===== src/cme_map.vh =====
`ifndef CME_MAP_VH
`define CME_MAP_VH

// Register byte offsets on the Wishbone bus
`define CME_REG_CTRL 8'h00
`define CME_REG_OPA 8'h04
`define CME_REG_OPB 8'h08
`define CME_REG_ZPTR 8'h0c
`define CME_REG_EXTPFX 8'h10
`define CME_REG_PC 8'h14
`define CME_REG_SP 8'h18
`define CME_REG_STATUS_REGISTER 8'h1c
`define CME_REG_PROD 8'h20
`define CME_REG_STAT 8'h24
`define CME_REG_OFFS 8'h28

// Control register fields
`define CME_CTRL_OP_LSB 0
`define CME_CTRL_OP_MSB 4
`define CME_CTRL_BIT_LSB 8
`define CME_CTRL_BIT_MSB 10
`define CME_CTRL_TWO_WORD 12
`define CME_CTRL_START 16

// Status register bits of the core
`define CME_FLAG_C 0
`define CME_FLAG_Z 1
`define CME_FLAG_N 2
`define CME_FLAG_V 3
`define CME_FLAG_S 4
`define CME_FLAG_H 5
`define CME_FLAG_T 6
`define CME_FLAG_I 7

// Operation codes
`define CME_OP_TEST_ZERO_MINUS 5'h00
`define CME_OP_MULT_UNSIGNED 5'h01
`define CME_OP_MULT_SIGNED 5'h02
`define CME_OP_MULT_SIGNED_UNSIGNED 5'h03
`define CME_OP_FRAC_MULT_UNSIGNED 5'h04
`define CME_OP_FRAC_MULT_SIGNED 5'h05
`define CME_OP_FRAC_MULT_SIGNED_UNSIGNED 5'h06
`define CME_OP_INDIRECT_JUMP 5'h07
`define CME_OP_EXTENDED_INDIRECT_JUMP 5'h08
`define CME_OP_INDIRECT_CALL 5'h09
`define CME_OP_EXTENDED_INDIRECT_CALL 5'h0a
`define CME_OP_COMPARE_SKIP_EQUAL 5'h0b
`define CME_OP_SKIP_REG_BIT_CLEAR 5'h0c
`define CME_OP_SKIP_REG_BIT_SET 5'h0d
`define CME_OP_SKIP_IO_BIT_CLEAR 5'h0e
`define CME_OP_SKIP_IO_BIT_SET 5'h0f
`define CME_OP_COMPARE_IMMEDIATE 5'h10
`define CME_OP_BRANCH_FLAG_SET 5'h11
`define CME_OP_BRANCH_FLAG_CLEAR 5'h12
`define CME_OP_BRANCH_SAME_HIGHER 5'h13
`define CME_OP_BRANCH_GREATER_EQUAL 5'h14
`define CME_OP_BRANCH_LESS_THAN 5'h15
`define CME_OP_BRANCH_HALF_CARRY_SET 5'h16
`define CME_OP_BRANCH_HALF_CARRY_CLEAR 5'h17
`define CME_OP_BRANCH_TRANSFER_SET 5'h18
`define CME_OP_BRANCH_CARRY_CLEAR 5'h19
`define CME_OP_SUBROUTINE_RETURN 5'h1a
`define CME_OP_INTERRUPT_RETURN 5'h1b

// Cycle counts
`define CME_CYC_SINGLE 3'h1
`define CME_CYC_MULT 3'h2
`define CME_CYC_JUMP 3'h2
`define CME_CYC_CALL 3'h4
`define CME_CYC_RETURN 3'h5

// Reset values
`define CME_PC_RESET 22'h000000
`define CME_SP_RESET 4'hf
`define CME_STATUS_REGISTER_RESET 8'h00

`endif


===== src/cme_exec.v =====
`timescale 1ns/1ps
`default_nettype none
`include "cme_map.vh"

module cme_exec (
   // Clock, reset and clock enable
   input wire clk_i,
   input wire rst_i,
   input wire ce_i,
   // Wishbone classic slave
   input wire wb_cyc_i,
   input wire wb_stb_i,
   input wire wb_we_i,
   input wire [7:0] wb_adr_i,
   input wire [3:0] wb_sel_i,
   input wire [31:0] wb_dat_i,
   output reg [31:0] wb_dat_o,
   output reg wb_ack_o,
   // Execution state
   output reg busy_o,
   output reg done_o
);

   // One-hot sequencer states
   localparam [1:0] ST_IDLE = 2'b01;
   localparam [1:0] ST_EXEC = 2'b10;

   // Architectural state
   reg [1:0] state_reg;
   reg [4:0] op_reg; // Last operation code
   reg [2:0] bitsel_reg; // Bit selector for skips and branches
   reg two_word_reg; // Next instruction is two words long
   reg [7:0] opa_reg; // Rd or Rr operand
   reg [7:0] opb_reg; // Second operand, constant or I/O value
   reg [15:0] zptr_reg; // Z pointer
   reg [7:0] extpfx_reg; // Extended-indirect prefix
   reg [21:0] pc_reg; // Program counter, word address
   reg [3:0] sp_reg; // Stack index, counts down on push
   reg [7:0] status_register_reg; // Status register
   reg [15:0] prod_reg; // R1:R0 pair
   reg [6:0] offs_reg; // Signed relative offset k
   reg [2:0] cnt_reg; // Remaining busy cycles
   reg [2:0] lastcyc_reg; // Cycle count of last operation
   reg cond_reg; // Last skip or branch was taken

   // Return stack, small on purpose; wraps silently on overflow
   reg [21:0] stack_mem [0:15];

   // Bus decode
   wire bus_req;
   wire bus_wr;
   wire start_req;
   assign bus_req = wb_cyc_i & wb_stb_i & ~wb_ack_o;
   assign bus_wr = bus_req & wb_we_i;
   assign start_req = bus_wr && (wb_adr_i == `CME_REG_CTRL) &&
                      wb_sel_i[2] && wb_dat_i[`CME_CTRL_START];

   // Byte-lane merge for writes
   function [31:0] lane_merge;
      input [31:0] old_v;
      input [31:0] new_v;
      input [3:0] sel;
      integer i;
      begin
         for (i = 0; i < 4; i = i + 1) begin
            lane_merge[i*8 +: 8] = sel[i] ? new_v[i*8 +: 8] : old_v[i*8 +: 8];
         end
      end
   endfunction

   // Sign- or zero-extend an 8-bit operand to 16 bits
   function [15:0] ext16;
      input [7:0] v;
      input sgn;
      begin
         ext16 = {{8{sgn & v[7]}}, v};
      end
   endfunction

   // Relative branch target PC + k + 1
   function [21:0] rel_target;
      input [21:0] pc;
      input [6:0] k;
      begin
         rel_target = pc + {{15{k[6]}}, k} + 22'h000001;
      end
   endfunction

   // Combinational execution results
   reg [21:0] pc_next;
   reg [3:0] sp_next;
   reg [7:0] status_register_next;
   reg [15:0] prod_next;
   reg [2:0] cyc_next;
   reg cond_next;
   reg push_en;
   reg [15:0] mul_full;
   reg [15:0] mul_res;
   reg [7:0] diff;
   reg skip;
   reg taken;
   reg is_branch;
   reg [21:0] seq_pc;
   reg [21:0] ret_pc;

   // Decode and execute the operation latched from the control write
   always @* begin
      seq_pc = pc_reg + 22'h000001;
      ret_pc = stack_mem[sp_reg + 4'h1];
      pc_next = seq_pc;
      sp_next = sp_reg;
      status_register_next = status_register_reg;
      prod_next = prod_reg;
      cyc_next = `CME_CYC_SINGLE;
      cond_next = 1'b0;
      push_en = 1'b0;
      skip = 1'b0;
      taken = 1'b0;
      is_branch = 1'b0;
      diff = opa_reg - opb_reg;
      mul_full = 16'h0000;
      mul_res = 16'h0000;
      case (op_reg)
         `CME_OP_TEST_ZERO_MINUS: begin
            // AND with itself leaves the value; V cleared
            status_register_next[`CME_FLAG_Z] = ((opa_reg & opa_reg) == 8'h00);
            status_register_next[`CME_FLAG_N] = opa_reg[7];
            status_register_next[`CME_FLAG_V] = 1'b0;
         end
         `CME_OP_MULT_UNSIGNED, `CME_OP_MULT_SIGNED,
         `CME_OP_MULT_SIGNED_UNSIGNED, `CME_OP_FRAC_MULT_UNSIGNED,
         `CME_OP_FRAC_MULT_SIGNED,
         `CME_OP_FRAC_MULT_SIGNED_UNSIGNED: begin
            // Signedness of each side from the variant
            mul_full = ext16(opa_reg,
               (op_reg == `CME_OP_MULT_SIGNED) ||
               (op_reg == `CME_OP_MULT_SIGNED_UNSIGNED) ||
               (op_reg == `CME_OP_FRAC_MULT_SIGNED) ||
               (op_reg == `CME_OP_FRAC_MULT_SIGNED_UNSIGNED)) *
               ext16(opb_reg,
               (op_reg == `CME_OP_MULT_SIGNED) ||
               (op_reg == `CME_OP_FRAC_MULT_SIGNED));
            if (op_reg >= `CME_OP_FRAC_MULT_UNSIGNED) begin
               mul_res = {mul_full[14:0], 1'b0};
            end else begin
               mul_res = mul_full;
            end
            // Carry is the product's top bit before any shift
            prod_next = mul_res;
            status_register_next[`CME_FLAG_C] = mul_full[15];
            status_register_next[`CME_FLAG_Z] = (mul_res == 16'h0000);
            cyc_next = `CME_CYC_MULT;
         end
         `CME_OP_INDIRECT_JUMP: begin
            pc_next = {6'h00, zptr_reg};
            cyc_next = `CME_CYC_JUMP;
         end
         `CME_OP_EXTENDED_INDIRECT_JUMP: begin
            // Only the prefix bits that fit the PC are used
            pc_next = {extpfx_reg[5:0], zptr_reg};
            cyc_next = `CME_CYC_JUMP;
         end
         `CME_OP_INDIRECT_CALL: begin
            push_en = 1'b1;
            sp_next = sp_reg - 4'h1;
            pc_next = {6'h00, zptr_reg};
            cyc_next = `CME_CYC_CALL;
         end
         `CME_OP_EXTENDED_INDIRECT_CALL: begin
            push_en = 1'b1;
            sp_next = sp_reg - 4'h1;
            pc_next = {extpfx_reg[5:0], zptr_reg};
            cyc_next = `CME_CYC_CALL;
         end
         `CME_OP_COMPARE_SKIP_EQUAL: begin
            skip = (opa_reg == opb_reg);
         end
         `CME_OP_SKIP_REG_BIT_CLEAR: begin
            skip = ~opa_reg[bitsel_reg];
         end
         `CME_OP_SKIP_REG_BIT_SET: begin
            skip = opa_reg[bitsel_reg];
         end
         `CME_OP_SKIP_IO_BIT_CLEAR: begin
            skip = ~opb_reg[bitsel_reg];
         end
         `CME_OP_SKIP_IO_BIT_SET: begin
            skip = opb_reg[bitsel_reg];
         end
         `CME_OP_COMPARE_IMMEDIATE: begin
            // Result is discarded; S and others untouched
            status_register_next[`CME_FLAG_Z] = (diff == 8'h00);
            status_register_next[`CME_FLAG_N] = diff[7];
            status_register_next[`CME_FLAG_V] = (opa_reg[7] & ~opb_reg[7] & ~diff[7]) |
               (~opa_reg[7] & opb_reg[7] & diff[7]);
            status_register_next[`CME_FLAG_C] = (~opa_reg[7] & opb_reg[7]) |
               (opb_reg[7] & diff[7]) | (diff[7] & ~opa_reg[7]);
            status_register_next[`CME_FLAG_H] = (~opa_reg[3] & opb_reg[3]) |
               (opb_reg[3] & diff[3]) | (diff[3] & ~opa_reg[3]);
         end
         `CME_OP_BRANCH_FLAG_SET: begin
            is_branch = 1'b1;
            taken = status_register_reg[bitsel_reg];
         end
         `CME_OP_BRANCH_FLAG_CLEAR: begin
            is_branch = 1'b1;
            taken = ~status_register_reg[bitsel_reg];
         end
         `CME_OP_BRANCH_SAME_HIGHER: begin
            is_branch = 1'b1;
            taken = ~status_register_reg[`CME_FLAG_C];
         end
         `CME_OP_BRANCH_GREATER_EQUAL: begin
            is_branch = 1'b1;
            taken = ~(status_register_reg[`CME_FLAG_N] ^ status_register_reg[`CME_FLAG_V]);
         end
         `CME_OP_BRANCH_LESS_THAN: begin
            is_branch = 1'b1;
            taken = status_register_reg[`CME_FLAG_N] ^ status_register_reg[`CME_FLAG_V];
         end
         `CME_OP_BRANCH_HALF_CARRY_SET: begin
            is_branch = 1'b1;
            taken = status_register_reg[`CME_FLAG_H];
         end
         `CME_OP_BRANCH_HALF_CARRY_CLEAR: begin
            is_branch = 1'b1;
            taken = ~status_register_reg[`CME_FLAG_H];
         end
         `CME_OP_BRANCH_TRANSFER_SET: begin
            is_branch = 1'b1;
            taken = status_register_reg[`CME_FLAG_T];
         end
         `CME_OP_BRANCH_CARRY_CLEAR: begin
            is_branch = 1'b1;
            taken = ~status_register_reg[`CME_FLAG_C];
         end
         `CME_OP_SUBROUTINE_RETURN: begin
            // Plain return touches no flag
            pc_next = ret_pc;
            sp_next = sp_reg + 4'h1;
            cyc_next = `CME_CYC_RETURN;
         end
         `CME_OP_INTERRUPT_RETURN: begin
            pc_next = ret_pc;
            sp_next = sp_reg + 4'h1;
            status_register_next[`CME_FLAG_I] = 1'b1;
            cyc_next = `CME_CYC_RETURN;
         end
         default: begin
            // Unknown codes act as a one-cycle no-op
            pc_next = seq_pc;
         end
      endcase
      // Skip length follows the size of the skipped instruction
      if (skip) begin
         cond_next = 1'b1;
         pc_next = two_word_reg ? pc_reg + 22'h000003
                                : pc_reg + 22'h000002;
         cyc_next = two_word_reg ? 3'h3 : 3'h2;
      end
      // All conditional branches share target and timing
      if (is_branch && taken) begin
         cond_next = 1'b1;
         pc_next = rel_target(pc_reg, offs_reg);
         cyc_next = 3'h2;
      end
   end

   // Return stack write at the commit edge, old PC and SP still in place
   always @(posedge clk_i) begin
      if (ce_i && (state_reg == ST_EXEC) && (cnt_reg == 3'h0) && push_en) begin
         stack_mem[sp_reg] <= seq_pc;
      end
   end

   // Byte-lane merged write values; only the low bits are kept
   wire [31:0] opa_wr;
   wire [31:0] zptr_wr;
   wire [31:0] pc_wr;
   assign opa_wr = lane_merge({24'h0, opa_reg}, wb_dat_i, wb_sel_i);
   assign zptr_wr = lane_merge({16'h0, zptr_reg}, wb_dat_i, wb_sel_i);
   assign pc_wr = lane_merge({10'h0, pc_reg}, wb_dat_i, wb_sel_i);

   // Sequencer, commit and register writes
   always @(posedge clk_i) begin
      if (rst_i) begin
         state_reg <= ST_IDLE;
         op_reg <= 5'h00;
         bitsel_reg <= 3'h0;
         two_word_reg <= 1'b0;
         opa_reg <= 8'h00;
         opb_reg <= 8'h00;
         zptr_reg <= 16'h0000;
         extpfx_reg <= 8'h00;
         pc_reg <= `CME_PC_RESET;
         sp_reg <= `CME_SP_RESET;
         status_register_reg <= `CME_STATUS_REGISTER_RESET;
         prod_reg <= 16'h0000;
         offs_reg <= 7'h00;
         cnt_reg <= 3'h0;
         lastcyc_reg <= 3'h0;
         cond_reg <= 1'b0;
         busy_o <= 1'b0;
         done_o <= 1'b0;
      end else if (ce_i) begin
         done_o <= 1'b0;
         case (state_reg)
            ST_IDLE: begin
               // Latch the operation; it executes next cycle
               if (start_req) begin
                  op_reg <= wb_dat_i[`CME_CTRL_OP_MSB:`CME_CTRL_OP_LSB];
                  bitsel_reg <= wb_dat_i[`CME_CTRL_BIT_MSB:`CME_CTRL_BIT_LSB];
                  two_word_reg <= wb_dat_i[`CME_CTRL_TWO_WORD];
                  state_reg <= ST_EXEC;
                  busy_o <= 1'b1;
                  cnt_reg <= 3'h0;
               end
            end
            ST_EXEC: begin
               // First exec cycle commits, then count the rest out
               if (cnt_reg == 3'h0) begin
                  pc_reg <= pc_next;
                  sp_reg <= sp_next;
                  status_register_reg <= status_register_next;
                  prod_reg <= prod_next;
                  cond_reg <= cond_next;
                  lastcyc_reg <= cyc_next;
                  if (cyc_next == 3'h1) begin
                     state_reg <= ST_IDLE;
                     busy_o <= 1'b0;
                     done_o <= 1'b1;
                  end else begin
                     cnt_reg <= cyc_next - 3'h1;
                  end
               end else if (cnt_reg == 3'h1) begin
                  cnt_reg <= 3'h0;
                  state_reg <= ST_IDLE;
                  busy_o <= 1'b0;
                  done_o <= 1'b1;
               end else begin
                  cnt_reg <= cnt_reg - 3'h1;
               end
            end
            default: begin
               state_reg <= ST_IDLE;
               busy_o <= 1'b0;
            end
         endcase
         // Software writes are ignored while an operation runs
         if (bus_wr && (state_reg == ST_IDLE)) begin
            if (wb_adr_i == `CME_REG_OPA) begin
               opa_reg <= opa_wr[7:0];
            end else if (wb_adr_i == `CME_REG_OPB) begin
               opb_reg <= wb_sel_i[0] ? wb_dat_i[7:0] : opb_reg;
            end else if (wb_adr_i == `CME_REG_ZPTR) begin
               zptr_reg <= zptr_wr[15:0];
            end else if (wb_adr_i == `CME_REG_EXTPFX) begin
               extpfx_reg <= wb_sel_i[0] ? wb_dat_i[7:0] : extpfx_reg;
            end else if (wb_adr_i == `CME_REG_PC) begin
               pc_reg <= pc_wr[21:0];
            end else if (wb_adr_i == `CME_REG_SP) begin
               sp_reg <= wb_sel_i[0] ? wb_dat_i[3:0] : sp_reg;
            end else if (wb_adr_i == `CME_REG_STATUS_REGISTER) begin
               status_register_reg <= wb_sel_i[0] ? wb_dat_i[7:0] : status_register_reg;
            end else if (wb_adr_i == `CME_REG_OFFS) begin
               offs_reg <= wb_sel_i[0] ? wb_dat_i[6:0] : offs_reg;
            end
         end
      end
   end

   // Wishbone answer: ack one cycle after request, dropped the next
   always @(posedge clk_i) begin
      if (rst_i) begin
         wb_ack_o <= 1'b0;
         wb_dat_o <= 32'h0000_0000;
      end else if (ce_i) begin
         wb_ack_o <= bus_req;
         wb_dat_o <= 32'h0000_0000;
         if (bus_req && !wb_we_i) begin
            if (wb_adr_i == `CME_REG_CTRL) begin
               wb_dat_o <= {19'h0, two_word_reg, 1'b0, bitsel_reg,
                            3'h0, op_reg};
            end else if (wb_adr_i == `CME_REG_OPA) begin
               wb_dat_o <= {24'h0, opa_reg};
            end else if (wb_adr_i == `CME_REG_OPB) begin
               wb_dat_o <= {24'h0, opb_reg};
            end else if (wb_adr_i == `CME_REG_ZPTR) begin
               wb_dat_o <= {16'h0, zptr_reg};
            end else if (wb_adr_i == `CME_REG_EXTPFX) begin
               wb_dat_o <= {24'h0, extpfx_reg};
            end else if (wb_adr_i == `CME_REG_PC) begin
               wb_dat_o <= {10'h0, pc_reg};
            end else if (wb_adr_i == `CME_REG_SP) begin
               wb_dat_o <= {28'h0, sp_reg};
            end else if (wb_adr_i == `CME_REG_STATUS_REGISTER) begin
               wb_dat_o <= {24'h0, status_register_reg};
            end else if (wb_adr_i == `CME_REG_PROD) begin
               wb_dat_o <= {16'h0, prod_reg};
            end else if (wb_adr_i == `CME_REG_STAT) begin
               wb_dat_o <= {25'h0, lastcyc_reg, 2'h0, cond_reg, busy_o};
            end else if (wb_adr_i == `CME_REG_OFFS) begin
               wb_dat_o <= {25'h0, offs_reg};
            end
         end
      end
   end

endmodule
`default_nettype wire


===== config.mk =====
export PLATFORM = sky130hd
export DESIGN_NAME = cme_exec
export DESIGN_NICKNAME = d
export VERILOG_FILES = /design/src/cme_exec.v
export VERILOG_INCLUDE_DIRS = /design/src
export SDC_FILE = /design/constraint.sdc
export NUM_CORES = 1
export LEC_CHECK = 0
export ABC_CLOCK_PERIOD_IN_PS = 6920
export BUFFER_PORTS_ARGS = -buffer_cell sky130_fd_sc_hd__buf_2
export CAP_MARGIN = 40
export CORE_MARGIN = 2
export CORE_UTILIZATION = 40
export CTS_CLUSTER_SIZE = 12
export DETAILED_ROUTE_END_ITERATION = 10
export HOLD_SLACK_MARGIN = 0.02
export PLACE_DENSITY = 0.67
export SYNTH_ARGS = -nofsm -noshare
export SYNTH_HDL_FRONTEND = slang
export SYNTH_SLANG_ARGS = --single-unit

===== constraint.sdc =====
create_clock -name clk_i -period 6.92 [get_ports clk_i]
set_clock_uncertainty 0.2 [all_clocks]
set_input_delay 2.076 -clock clk_i [delete_from_list [all_inputs] [get_ports clk_i]]
set_output_delay 2.076 -clock clk_i [all_outputs]
set_load 0.1 [all_outputs]

==> flow_summary.toml, run 1 <==
[status]
status = "completed"

[die]
rows = 94
die_w_um = 262
boundaryPins = 85
core_area_sq_mm = 0.0657
die_y_um = 262
start_util = 0.404
design.die.area_sq_mm = 0.0685

[synthesis]
ys_ff_latch = 491
syn_avg_cell_area_sq_um = 11.9
ys_seq_area_frac = 0.503
async_flop_share = 0
synth_ff_type = "edfxtp_1"
netlist-cell-type-count = 89
synth_area_sq_mm = 0.0266
synth_edf_count = 352
yosysWarnings = 0
postSynthCellCount = 2230

[final_layout]
diodes = 0
layout_common_cells = "edfxtp_1, nand2_1, nor2_1"
nets = 2485
final_common_cell = "edfxtp_1"
area_growth_pct = 11.7
largest_reg_flops = 352
post_route_cells_drive_above_1_share = 0.164

[pwr]
p_leak_nw = 10.4
power_frac_seq = 0.531
pwr-share-clk = 0.447
p_int_mw = 4.61
p_sw_frac = 0.215
powerDensity_mw_per_mm2 = 198
ir_worst_vdd_mv = 0.196
p_switching_mw = 1.26
pwr-share-comb = 0.022

[global_route]
grt_max_degree = 67
grt_pass1_vias = 19100
antenna_found_initial = 3
grt_overflow_total = 0
grt_pass1_wl_um = 118000
grt_use_total = 0.229

[route]
drt_iter0_drc = 1979
vias_per_cell = 6.01
via_count = 19100
antenna_left = 0
drc = 0
wl_per_cell_um = 24.8
wl_um = 78600
dr.pass1.iters = 6

[worst_setup_path]
path_delay_family = "adder cells"
slowest_stage = "or4_4"
ff2ff_setup_slack_ns = 0.53
critPathRequiredTime_ns = 7.24
start_kind = "flop"
path_class = "flop to flop"
cp_max_fo = 8
crit_top_cell = "fa_1"
max_stage_delay_ns = 0.56
cp.buffers_inverters = 3
cp-end-kind = "flop"
cp_num_cells = 19
worstPathCellList = "and3b_1, o211a_4, nand2_1, fa_1, fa_1, inv_1, fa_1, fa_1, inv_1, fa_1, inv_1, ha_1, o21a_1, a2111oi_1, o31ai_1, a21oi_1, xnor2_1, or4_4, a211oi_2"
worst_r2r_path_depth = 19
arrival_ns = 6.71

[timing]
grt_setup_unrepaired = "false"
post-route-period-util = 0.924
hold_viol = 0
finalWorstSetupSlack_ns = 0.526
max_slew.worst_pin.slew_ns = 0.870
finalSetupViolCount = 0
fmax_mhz = 156
period_needed_ns = 6.39
drv_slew = 0
finalSetupTns_ns = 0
maxSlewHeadroom = 0.419

[clock_network]
clock_sinks = 491
clock_path_buffers = 3
cts-hold-fix-buffers = 0
h-tree-depth = 2
cts_tree = "yes"
cts.clk_slew.worst_paths_ns = 0.06
cts_made_buffers = 52
worstSkewPairLatency_ns = 0.63
cts-resized-gates = 0
clockRootBuffer = "clkbuf_16"
cts_setup_buffers = 0

[placement]
hpwl_um = 53400
place_ws_ns = 0.536
io_buffer_count = 63
gp_congestion = 0.948

[job]
drv_cap = 0

[min_path]
hold_path_depth = 2
hold_path_class = "flop to flop"
## power groups by stage
stage	clock, mW	combinational [mW]	sequential [mW]
finish	2.63	0.128	3.12
global route	2.78	0.132	3.12
CTS	2.66	0.123	3.12
detailed placement	0	0.122	3.18
global placement	0	0.121	3.18
floorplan	0	0.0813	3.18
## metal layers
layer  share of wire  wire [um]  GRT usage  up-vias
li1                -          -          -     8354
met1            0.41      32300      0.314     9612
met2            0.47      36700      0.367      918
met3           0.082       6480     0.0349      195
met4           0.040       3120     0.0893        0
met5               0          0          0        -
## per-stage QoR
step | total power, mW | util | cells | hold slack (ns) | instance area, sq um
2_1_floorplan | 3.26 | - | 2239 | 0.231 | 26600
3_3_place_gp | 3.30 | 0.425 | 3074 | 0.246 | 27900
3_5_place_dp | 3.30 | 0.427 | 3089 | 0.256 | 28100
4_1_cts | 5.90 | 0.451 | 3173 | 0.263 | 29700
5_1_grt | 6.03 | 0.451 | 3175 | 0.286 | 29700
6_report | 5.87 | 0.451 | 3175 | 0.262 | 29700
## path summary, 6_finish.rpt
check,from,to
max reg2reg,op_reg[1],status_register_reg[1]
min reg2reg,wb_dat_o[1],wb_dat_o[1]
max,op_reg[1],status_register_reg[1]
min,wb_dat_o[1],wb_dat_o[1]
## kinds of logic (layout without fill, tap and decap cells)
| family | after synthesis | count (layout) | synth area share |
|---|---|---|---|
| and+or+nand+nor | 635 | 635 | 0.112 |
| DFF | 491 | 491 | 0.503 |
| AOI/OAI and AO/OA | 417 | 417 | 0.105 |
| xor gates and xnor gates | 85 | 85 | 0.0285 |
| muxes | 168 | 168 | 0.117 |
| adders and majority gates | 154 | 154 | 0.0912 |
| other | 1 | 10 | 0.000141 |
| buffers and inverters | 279 | 351 | 0.0434 |
## synth_stat cells (45+ instances only)
cell,number,area share
edfxtp_1,352,0.40
nand2_1,203,0.029
nor2_1,162,0.023
a21oi_1,141,0.027
dfxtp_1,139,0.10
inv_1,113,0.016
mux4_2,113,0.096
clkbuf_1,111,0.016
ha_1,88,0.041
fa_1,66,0.050
nand3_1,66,0.012
o21ai_0,66,0.012
xnor2_1,60,0.020
mux2i_1,51,0.019
nor3_1,45,0.0085
## layout make-up
| cell class | instances | area (sq um) |
|---|---|---|
| timing repair buffer | 151 | 1010 |
| clock buffer | 73 | 1420 |
| fill | 5860 | 36100 |
| clock inverter | 11 | 163 |
| sequential | 491 | 13400 |
| tap | 864 | 1080 |
| inverter | 116 | 435 |
| multi-input combinational | 1469 | 12200 |
## worst reg2reg max path: cells and delay by family, from the launching register on
| kind | cells | cell delay (ns) |
|---|---|---|
| and+or+nand+nor | 3 | 1.00 |
| AOI/OAI and AO/OA | 6 | 1.58 |
| xor gates and xnor gates | 1 | 0.13 |
| buffers and inverters | 3 | 0.15 |
| DFF | 1 | 0.46 |
| adders and majority gates | 6 | 2.80 |
(Power assumes the default switching activity.)
==> inputs of run 2 (changes only) <==
--- a/config.mk
+++ b/config.mk
@@ -10,11 +10,11 @@
 export BUFFER_PORTS_ARGS = -buffer_cell sky130_fd_sc_hd__buf_2
 export CAP_MARGIN = 40
 export CORE_MARGIN = 2
-export CORE_UTILIZATION = 40
+export CORE_UTILIZATION = 38
 export CTS_CLUSTER_SIZE = 12
 export DETAILED_ROUTE_END_ITERATION = 10
 export HOLD_SLACK_MARGIN = 0.02
-export PLACE_DENSITY = 0.67
+export PLACE_DENSITY = 0.65
 export SYNTH_ARGS = -nofsm -noshare
 export SYNTH_HDL_FRONTEND = slang
 export SYNTH_SLANG_ARGS = --single-unit
==> run 2 against run 1 <==
Compared with the run above: register-to-register slack improved by 0.04 ns; combinational power hardly changed; largest cell class unchanged; setup slack improved by 0.039 ns; critical path type unchanged; worst hold slack is essentially flat; critical endpoint unchanged; sequential cell count unchanged; final area rose by 0.51%; count of clock-buffer cells in the layout down 9; clock power increased by 2%; cell count grew 2.2%; sequential share of layout area shrank 0.23 points; largest power group unchanged; non-clock buffer count is 1 lower.
==> flow_summary.toml, run 2 (synthesis gave the netlist of run 1 again) <==
[placement]
place_ws_ns = 0.578
gp_congestion = 0.965
io_buffer_count = 63
dp_cells = 3157
hpwl_um = 53300

[global_route]
grt_max_degree = 76
grt_use_total = 0.221
grt_pass1_wl_um = 119000
grt_overflow_total = 0
grt_pass1_vias = 19000
antenna_found_initial = 2

[min_path]
min_to = "prod_reg[0]"
hold_path_depth = 2
hold_path_class = "flop to flop"
hold_start = "prod_reg[0]"

[worst_setup_path]
reg2reg_to = "status_register_reg[1]"
path_class = "flop to flop"
ff2ff_setup_slack_ns = 0.57
start_kind = "flop"
cp-end-kind = "flop"
cp_max_fo = 8
worst_r2r_path_depth = 20
r2r_start = "op_reg[1]"
critPathRequiredTime_ns = 7.25
arrival_ns = 6.68

[clock_network]
clockRootBuffer = "clkbuf_16"
cts_made_buffers = 52
cts_tree = "yes"
cts_setup_buffers = 0
clock_path_buffers = 3
cts-hold-fix-buffers = 0
cts.clk_slew.worst_paths_ns = 0.06
cts-resized-gates = 0
worstSkewPairLatency_ns = 0.64
clock_sinks = 491
h-tree-depth = 2

[timing]
grt_setup_unrepaired = "false"
hold_viol = 0
finalWorstSetupSlack_ns = 0.565
maxSlewHeadroom = 0.400
finalSetupViolCount = 0
finalSetupTns_ns = 0
max_slew.worst_pin.slew_ns = 0.898
post-route-period-util = 0.918
drv_slew = 0
period_needed_ns = 6.35
fmax_mhz = 157
holdWs_ns = 0.262

[route]
drc = 0
drt_iter0_drc = 2315
vias_per_cell = 5.95
via_count = 19300
wl_per_cell_um = 24.6
dr.pass1.iters = 7
antenna_left = 0
wl_um = 79700

[status]
status = "completed"

[die]
design.die.area_sq_mm = 0.0720
rows = 96
die_y_um = 268
core_area_sq_mm = 0.0689
start_util = 0.385
boundaryPins = 85
die_w_um = 268

[final_layout]
final_common_cell = "edfxtp_1"
largest_reg_flops = 352
post_route_cells_drive_above_1_share = 0.164
area_growth_pct = 12.3
final_cells = 3244
layout_common_cells = "edfxtp_1, nand2_1, nor2_1"
nets = 2484

[pwr]
powerDensity_mw_per_mm2 = 199
p_sw_frac = 0.218
pwr-share-comb = 0.021
ir_worst_vdd_mv = 0.202
total_power_mw = 5.93
power_frac_seq = 0.526
p_switching_mw = 1.29
p_leak_nw = 10.4
pwr-share-clk = 0.453
p_int_mw = 4.64

[job]
drv_cap = 0
[run 2: changes by cell type in the layout (fill, tap and decap cells not counted), sizes merged]
cell / before / now
clkinv: 8 / 16
bufinv: 1 / 3
diode: 0 / 2
clkbuf: 73 / 64
clkinvlp: 2 / 3
inv: 116 / 115
buf: 151 / 150
[run 2: worst max-delay path by stage]
stage | startpoint | end | slack, ns | depth (start not counted)
after floorplan | op_reg[4] | status_register_reg[1] | 0.90 | 20
after global placement | op_reg[1] | status_register_reg[1] | 0.53 | 20
after detailed placement | op_reg[1] | status_register_reg[1] | 0.58 | 20
after CTS | op_reg[1] | status_register_reg[1] | 0.55 | 20
after global routing | op_reg[1] | status_register_reg[1] | 0.20 | 20
final | op_reg[1] | status_register_reg[1] | 0.57 | 20
[run 2: critical path, cell delays in order, from the launching register on]
cell	delay (ns)
dfxtp_1	0.34
buf_4	0.17
a21boi_1	0.19
o211a_4	0.24
nand2_1	0.15
fa_1	0.48
fa_1	0.51
inv_1	0.05
fa_1	0.49
fa_1	0.49
inv_1	0.05
fa_1	0.49
inv_1	0.04
ha_1	0.33
o21a_1	0.22
a2111oi_1	0.51
o31ai_1	0.14
a21oi_1	0.19
xnor2_1	0.19
or4_4	0.58
a211oi_2	0.22
[run 2: stage by stage]
step	area, sq um	util
after floorplan	26600	-
after global placement	28000	0.407
after detailed placement	28200	0.409
after CTS	29800	0.433
after global routing	29800	0.433
final	29800	0.433
[run 2: power by group through the flow]
stage / registers [mW] / clock network, mW / logic, mW
2_1_floorplan: 3.18 / 0 / 0.0813
3_3_place_gp: 3.18 / 0 / 0.120
3_5_place_dp: 3.18 / 0 / 0.123
4_1_cts: 3.12 / 2.72 / 0.123
5_1_grt: 3.12 / 2.84 / 0.131
6_report: 3.12 / 2.68 / 0.127
[run 2: cell type report]
type	count	area, sq um
antenna	2	5.00
multi-input combinational	1469	12200
clock inverter	21	260
timing repair buffer	150	1050
sequential	491	13400
clock buffer	64	1350
inverter	116	435
tap	931	1160
fill	6325	39100
[run 2: routing by layer]
layer  global-route usage  share of wire  vias to the layer above
met3               0.0356          0.082                      197
li1                     -              -                     8336
met5                    0              0                        -
met4               0.0881          0.040                        0
met2                0.351           0.47                      992
met1                0.303           0.41                     9772
==> inputs of run 3 (changes only) <==
--- a/config.mk
+++ b/config.mk
@@ -9,6 +9,7 @@
 export ABC_CLOCK_PERIOD_IN_PS = 6920
 export BUFFER_PORTS_ARGS = -buffer_cell sky130_fd_sc_hd__buf_2
 export CAP_MARGIN = 40
+export CORE_ASPECT_RATIO = 0.6
 export CORE_MARGIN = 2
 export CORE_UTILIZATION = 38
 export CTS_CLUSTER_SIZE = 12
==> run 3 against run 2 <==
Compared with the run above: global-route usage rose by 1.4 points; sequential power barely moved; worst hold slack barely moved; combinational power rose by 9%; register-to-register slack got worse by 0.35 ns; sequential cell count did not move; largest cell class unchanged; largest power group unchanged; highest routed layer is now met5.
==> flow_summary.toml, run 3 (synthesis gave the netlist of run 1 again) <==
[status]
status = "completed"

[clock_network]
worstSkewPairLatency_ns = 0.63
cts-hold-fix-buffers = 0
clock_path_buffers = 3
cts_tree = "yes"
cts.clk_slew.worst_paths_ns = 0.06
clock_sinks = 491
cts_made_buffers = 50
cts_setup_buffers = 0
clockRootBuffer = "clkbuf_16"
h-tree-depth = 2
cts-resized-gates = 0

[die]
core_area_sq_mm = 0.0695
rows = 75
die_y_um = 209
boundaryPins = 85
start_util = 0.382
die_w_um = 345
design.die.area_sq_mm = 0.0721

[final_layout]
area_growth_pct = 11.9
post_route_cells_drive_above_1_share = 0.163
largest_reg_flops = 352
nets = 2488
layout_common_cells = "edfxtp_1, nand2_1, nor2_1"
final_area_sq_mm = 0.0297
final_cells = 3235
final_common_cell = "edfxtp_1"

[timing]
finalWorstSetupSlack_ns = 0.214
max_slew.worst_pin.slew_ns = 0.979
post-route-period-util = 0.969
maxSlewHeadroom = 0.342
finalSetupViolCount = 0
grt_setup_unrepaired = "false"
hold_viol = 0
fmax_mhz = 149
finalSetupTns_ns = 0
period_needed_ns = 6.71
drv_slew = 0

[route]
wl_per_cell_um = 26.6
dr.pass1.iters = 7
drt_iter0_drc = 3124
via_count = 19700
vias_per_cell = 6.09
antenna_left = 0
drc = 0
wl_um = 86100

[worst_setup_path]
cp.buffers_inverters = 4
critPathRequiredTime_ns = 7.25
cp_max_fo = 20
path_class = "flop to flop"
slowest_stage = "or4_4"
cp_num_cells = 20
path_delay_family = "adder cells"
arrival_ns = 7.04
crit_start = "op_reg[1]"
worst_r2r_path_depth = 20
ff2ff_setup_slack_ns = 0.21
reg2reg_to = "status_register_reg[1]"
cp-end-kind = "flop"
crit_top_cell = "fa_1"
worstPathCellList = "buf_4, nor3b_1, o211ai_2, nand2b_1, fa_1, fa_1, inv_1, fa_1, fa_1, inv_1, fa_1, inv_1, ha_1, o21a_1, a2111oi_1, o31ai_1, a21oi_1, xnor2_1, or4_4, a211oi_2"
start_kind = "flop"
r2r_start = "op_reg[1]"
cp-endpoint = "status_register_reg[1]"
max_stage_delay_ns = 0.66

[placement]
dpl_cell_area_sq_mm = 0.0282
place_ws_ns = 0.362
hpwl_um = 61400
io_buffer_count = 63
dp_cells = 3155
gp_congestion = 0.981

[pwr]
p_leak_nw = 10.3
total_power_mw = 5.81
powerDensity_mw_per_mm2 = 195
ir_worst_vdd_mv = 0.190

[global_route]
grt_pass1_vias = 18700
grt_use_total = 0.235
grt_max_degree = 64
grt_pass1_wl_um = 126000
grt_overflow_total = 0
antenna_found_initial = 5

[job]
drv_cap = 0

[min_path]
hold_path_class = "flop to flop"
==> run 3: cell types whose count changed in the layout (fill, tap and decap cells not counted), moves of 2 or more <==
cell / delta
buf_16: +2
clkbuf_8: +3
buf_12: -2
clkinv_2: -2
buf_8: -3
bufinv_16: -2
buf_4: +5
clkbuf_16: -2
clkinvlp_4: -3
clkbuf_1: +2
==> run 3: through the flow <==
step           hold WS, ns   util
2_1_floorplan        0.231      -
3_3_place_gp         0.245  0.403
3_5_place_dp         0.249  0.406
4_1_cts              0.258  0.427
5_1_grt              0.285  0.428
6_report             0.262  0.428
==> run 3: layout make-up <==
cell class,count,area [sq um]
Timing Repair Buffer,156,1090
Multi-Input combinational cell,1469,12200
Tap cell,924,1160
Inverter,116,435
Sequential cell,491,13400
Antenna cell,1,2.50
Clock inverter,12,139
Clock buffer,66,1340
Fill cell,6354,39800
==> run 3: power breakdown <==
part	switching [mW]	total (mW)	internal, mW	leakage (nW)
registers	0.00307	3.12	3.11	4.05
logic	0.110	0.139	0.0283	5.59
clock network	1.16	2.56	1.39	0.714
==> run 3: worst min path at each step <==
stage / startpoint / endpoint / slack (ns) / depth (start not counted)
2_1_floorplan: prod_reg[0] / prod_reg[0] / 0.23 / 2
3_3_place_gp: extpfx_reg[6] / extpfx_reg[6] / 0.24 / 2
3_5_place_dp: extpfx_reg[7] / extpfx_reg[7] / 0.25 / 2
4_1_cts: extpfx_reg[7] / extpfx_reg[7] / 0.26 / 2
5_1_grt: wb_dat_o[1] / wb_dat_o[1] / 0.29 / 2
6_report: extpfx_reg[7] / extpfx_reg[7] / 0.26 / 2
==> run 3: metal layers <==
metal  GRT usage  part of all wire  vias to the layer above
li1            -                 -                     8358
met1       0.374              0.45                     9902
met2       0.293              0.37                     1306
met3      0.0951              0.16                      130
met4      0.0417             0.015                        6
met5           0           0.00057                        -
==> run 3: worst register-to-register path: cells and delay by family (launching register included) <==
kind	cells	cell delay [ns]
adders and majority gates	6	2.83
DFF	1	0.34
buffers and inverters	4	0.44
xor gates and xnor gates	1	0.12
and+or+nand+nor	3	1.16
AOI/OAI and AO/OA	6	1.54
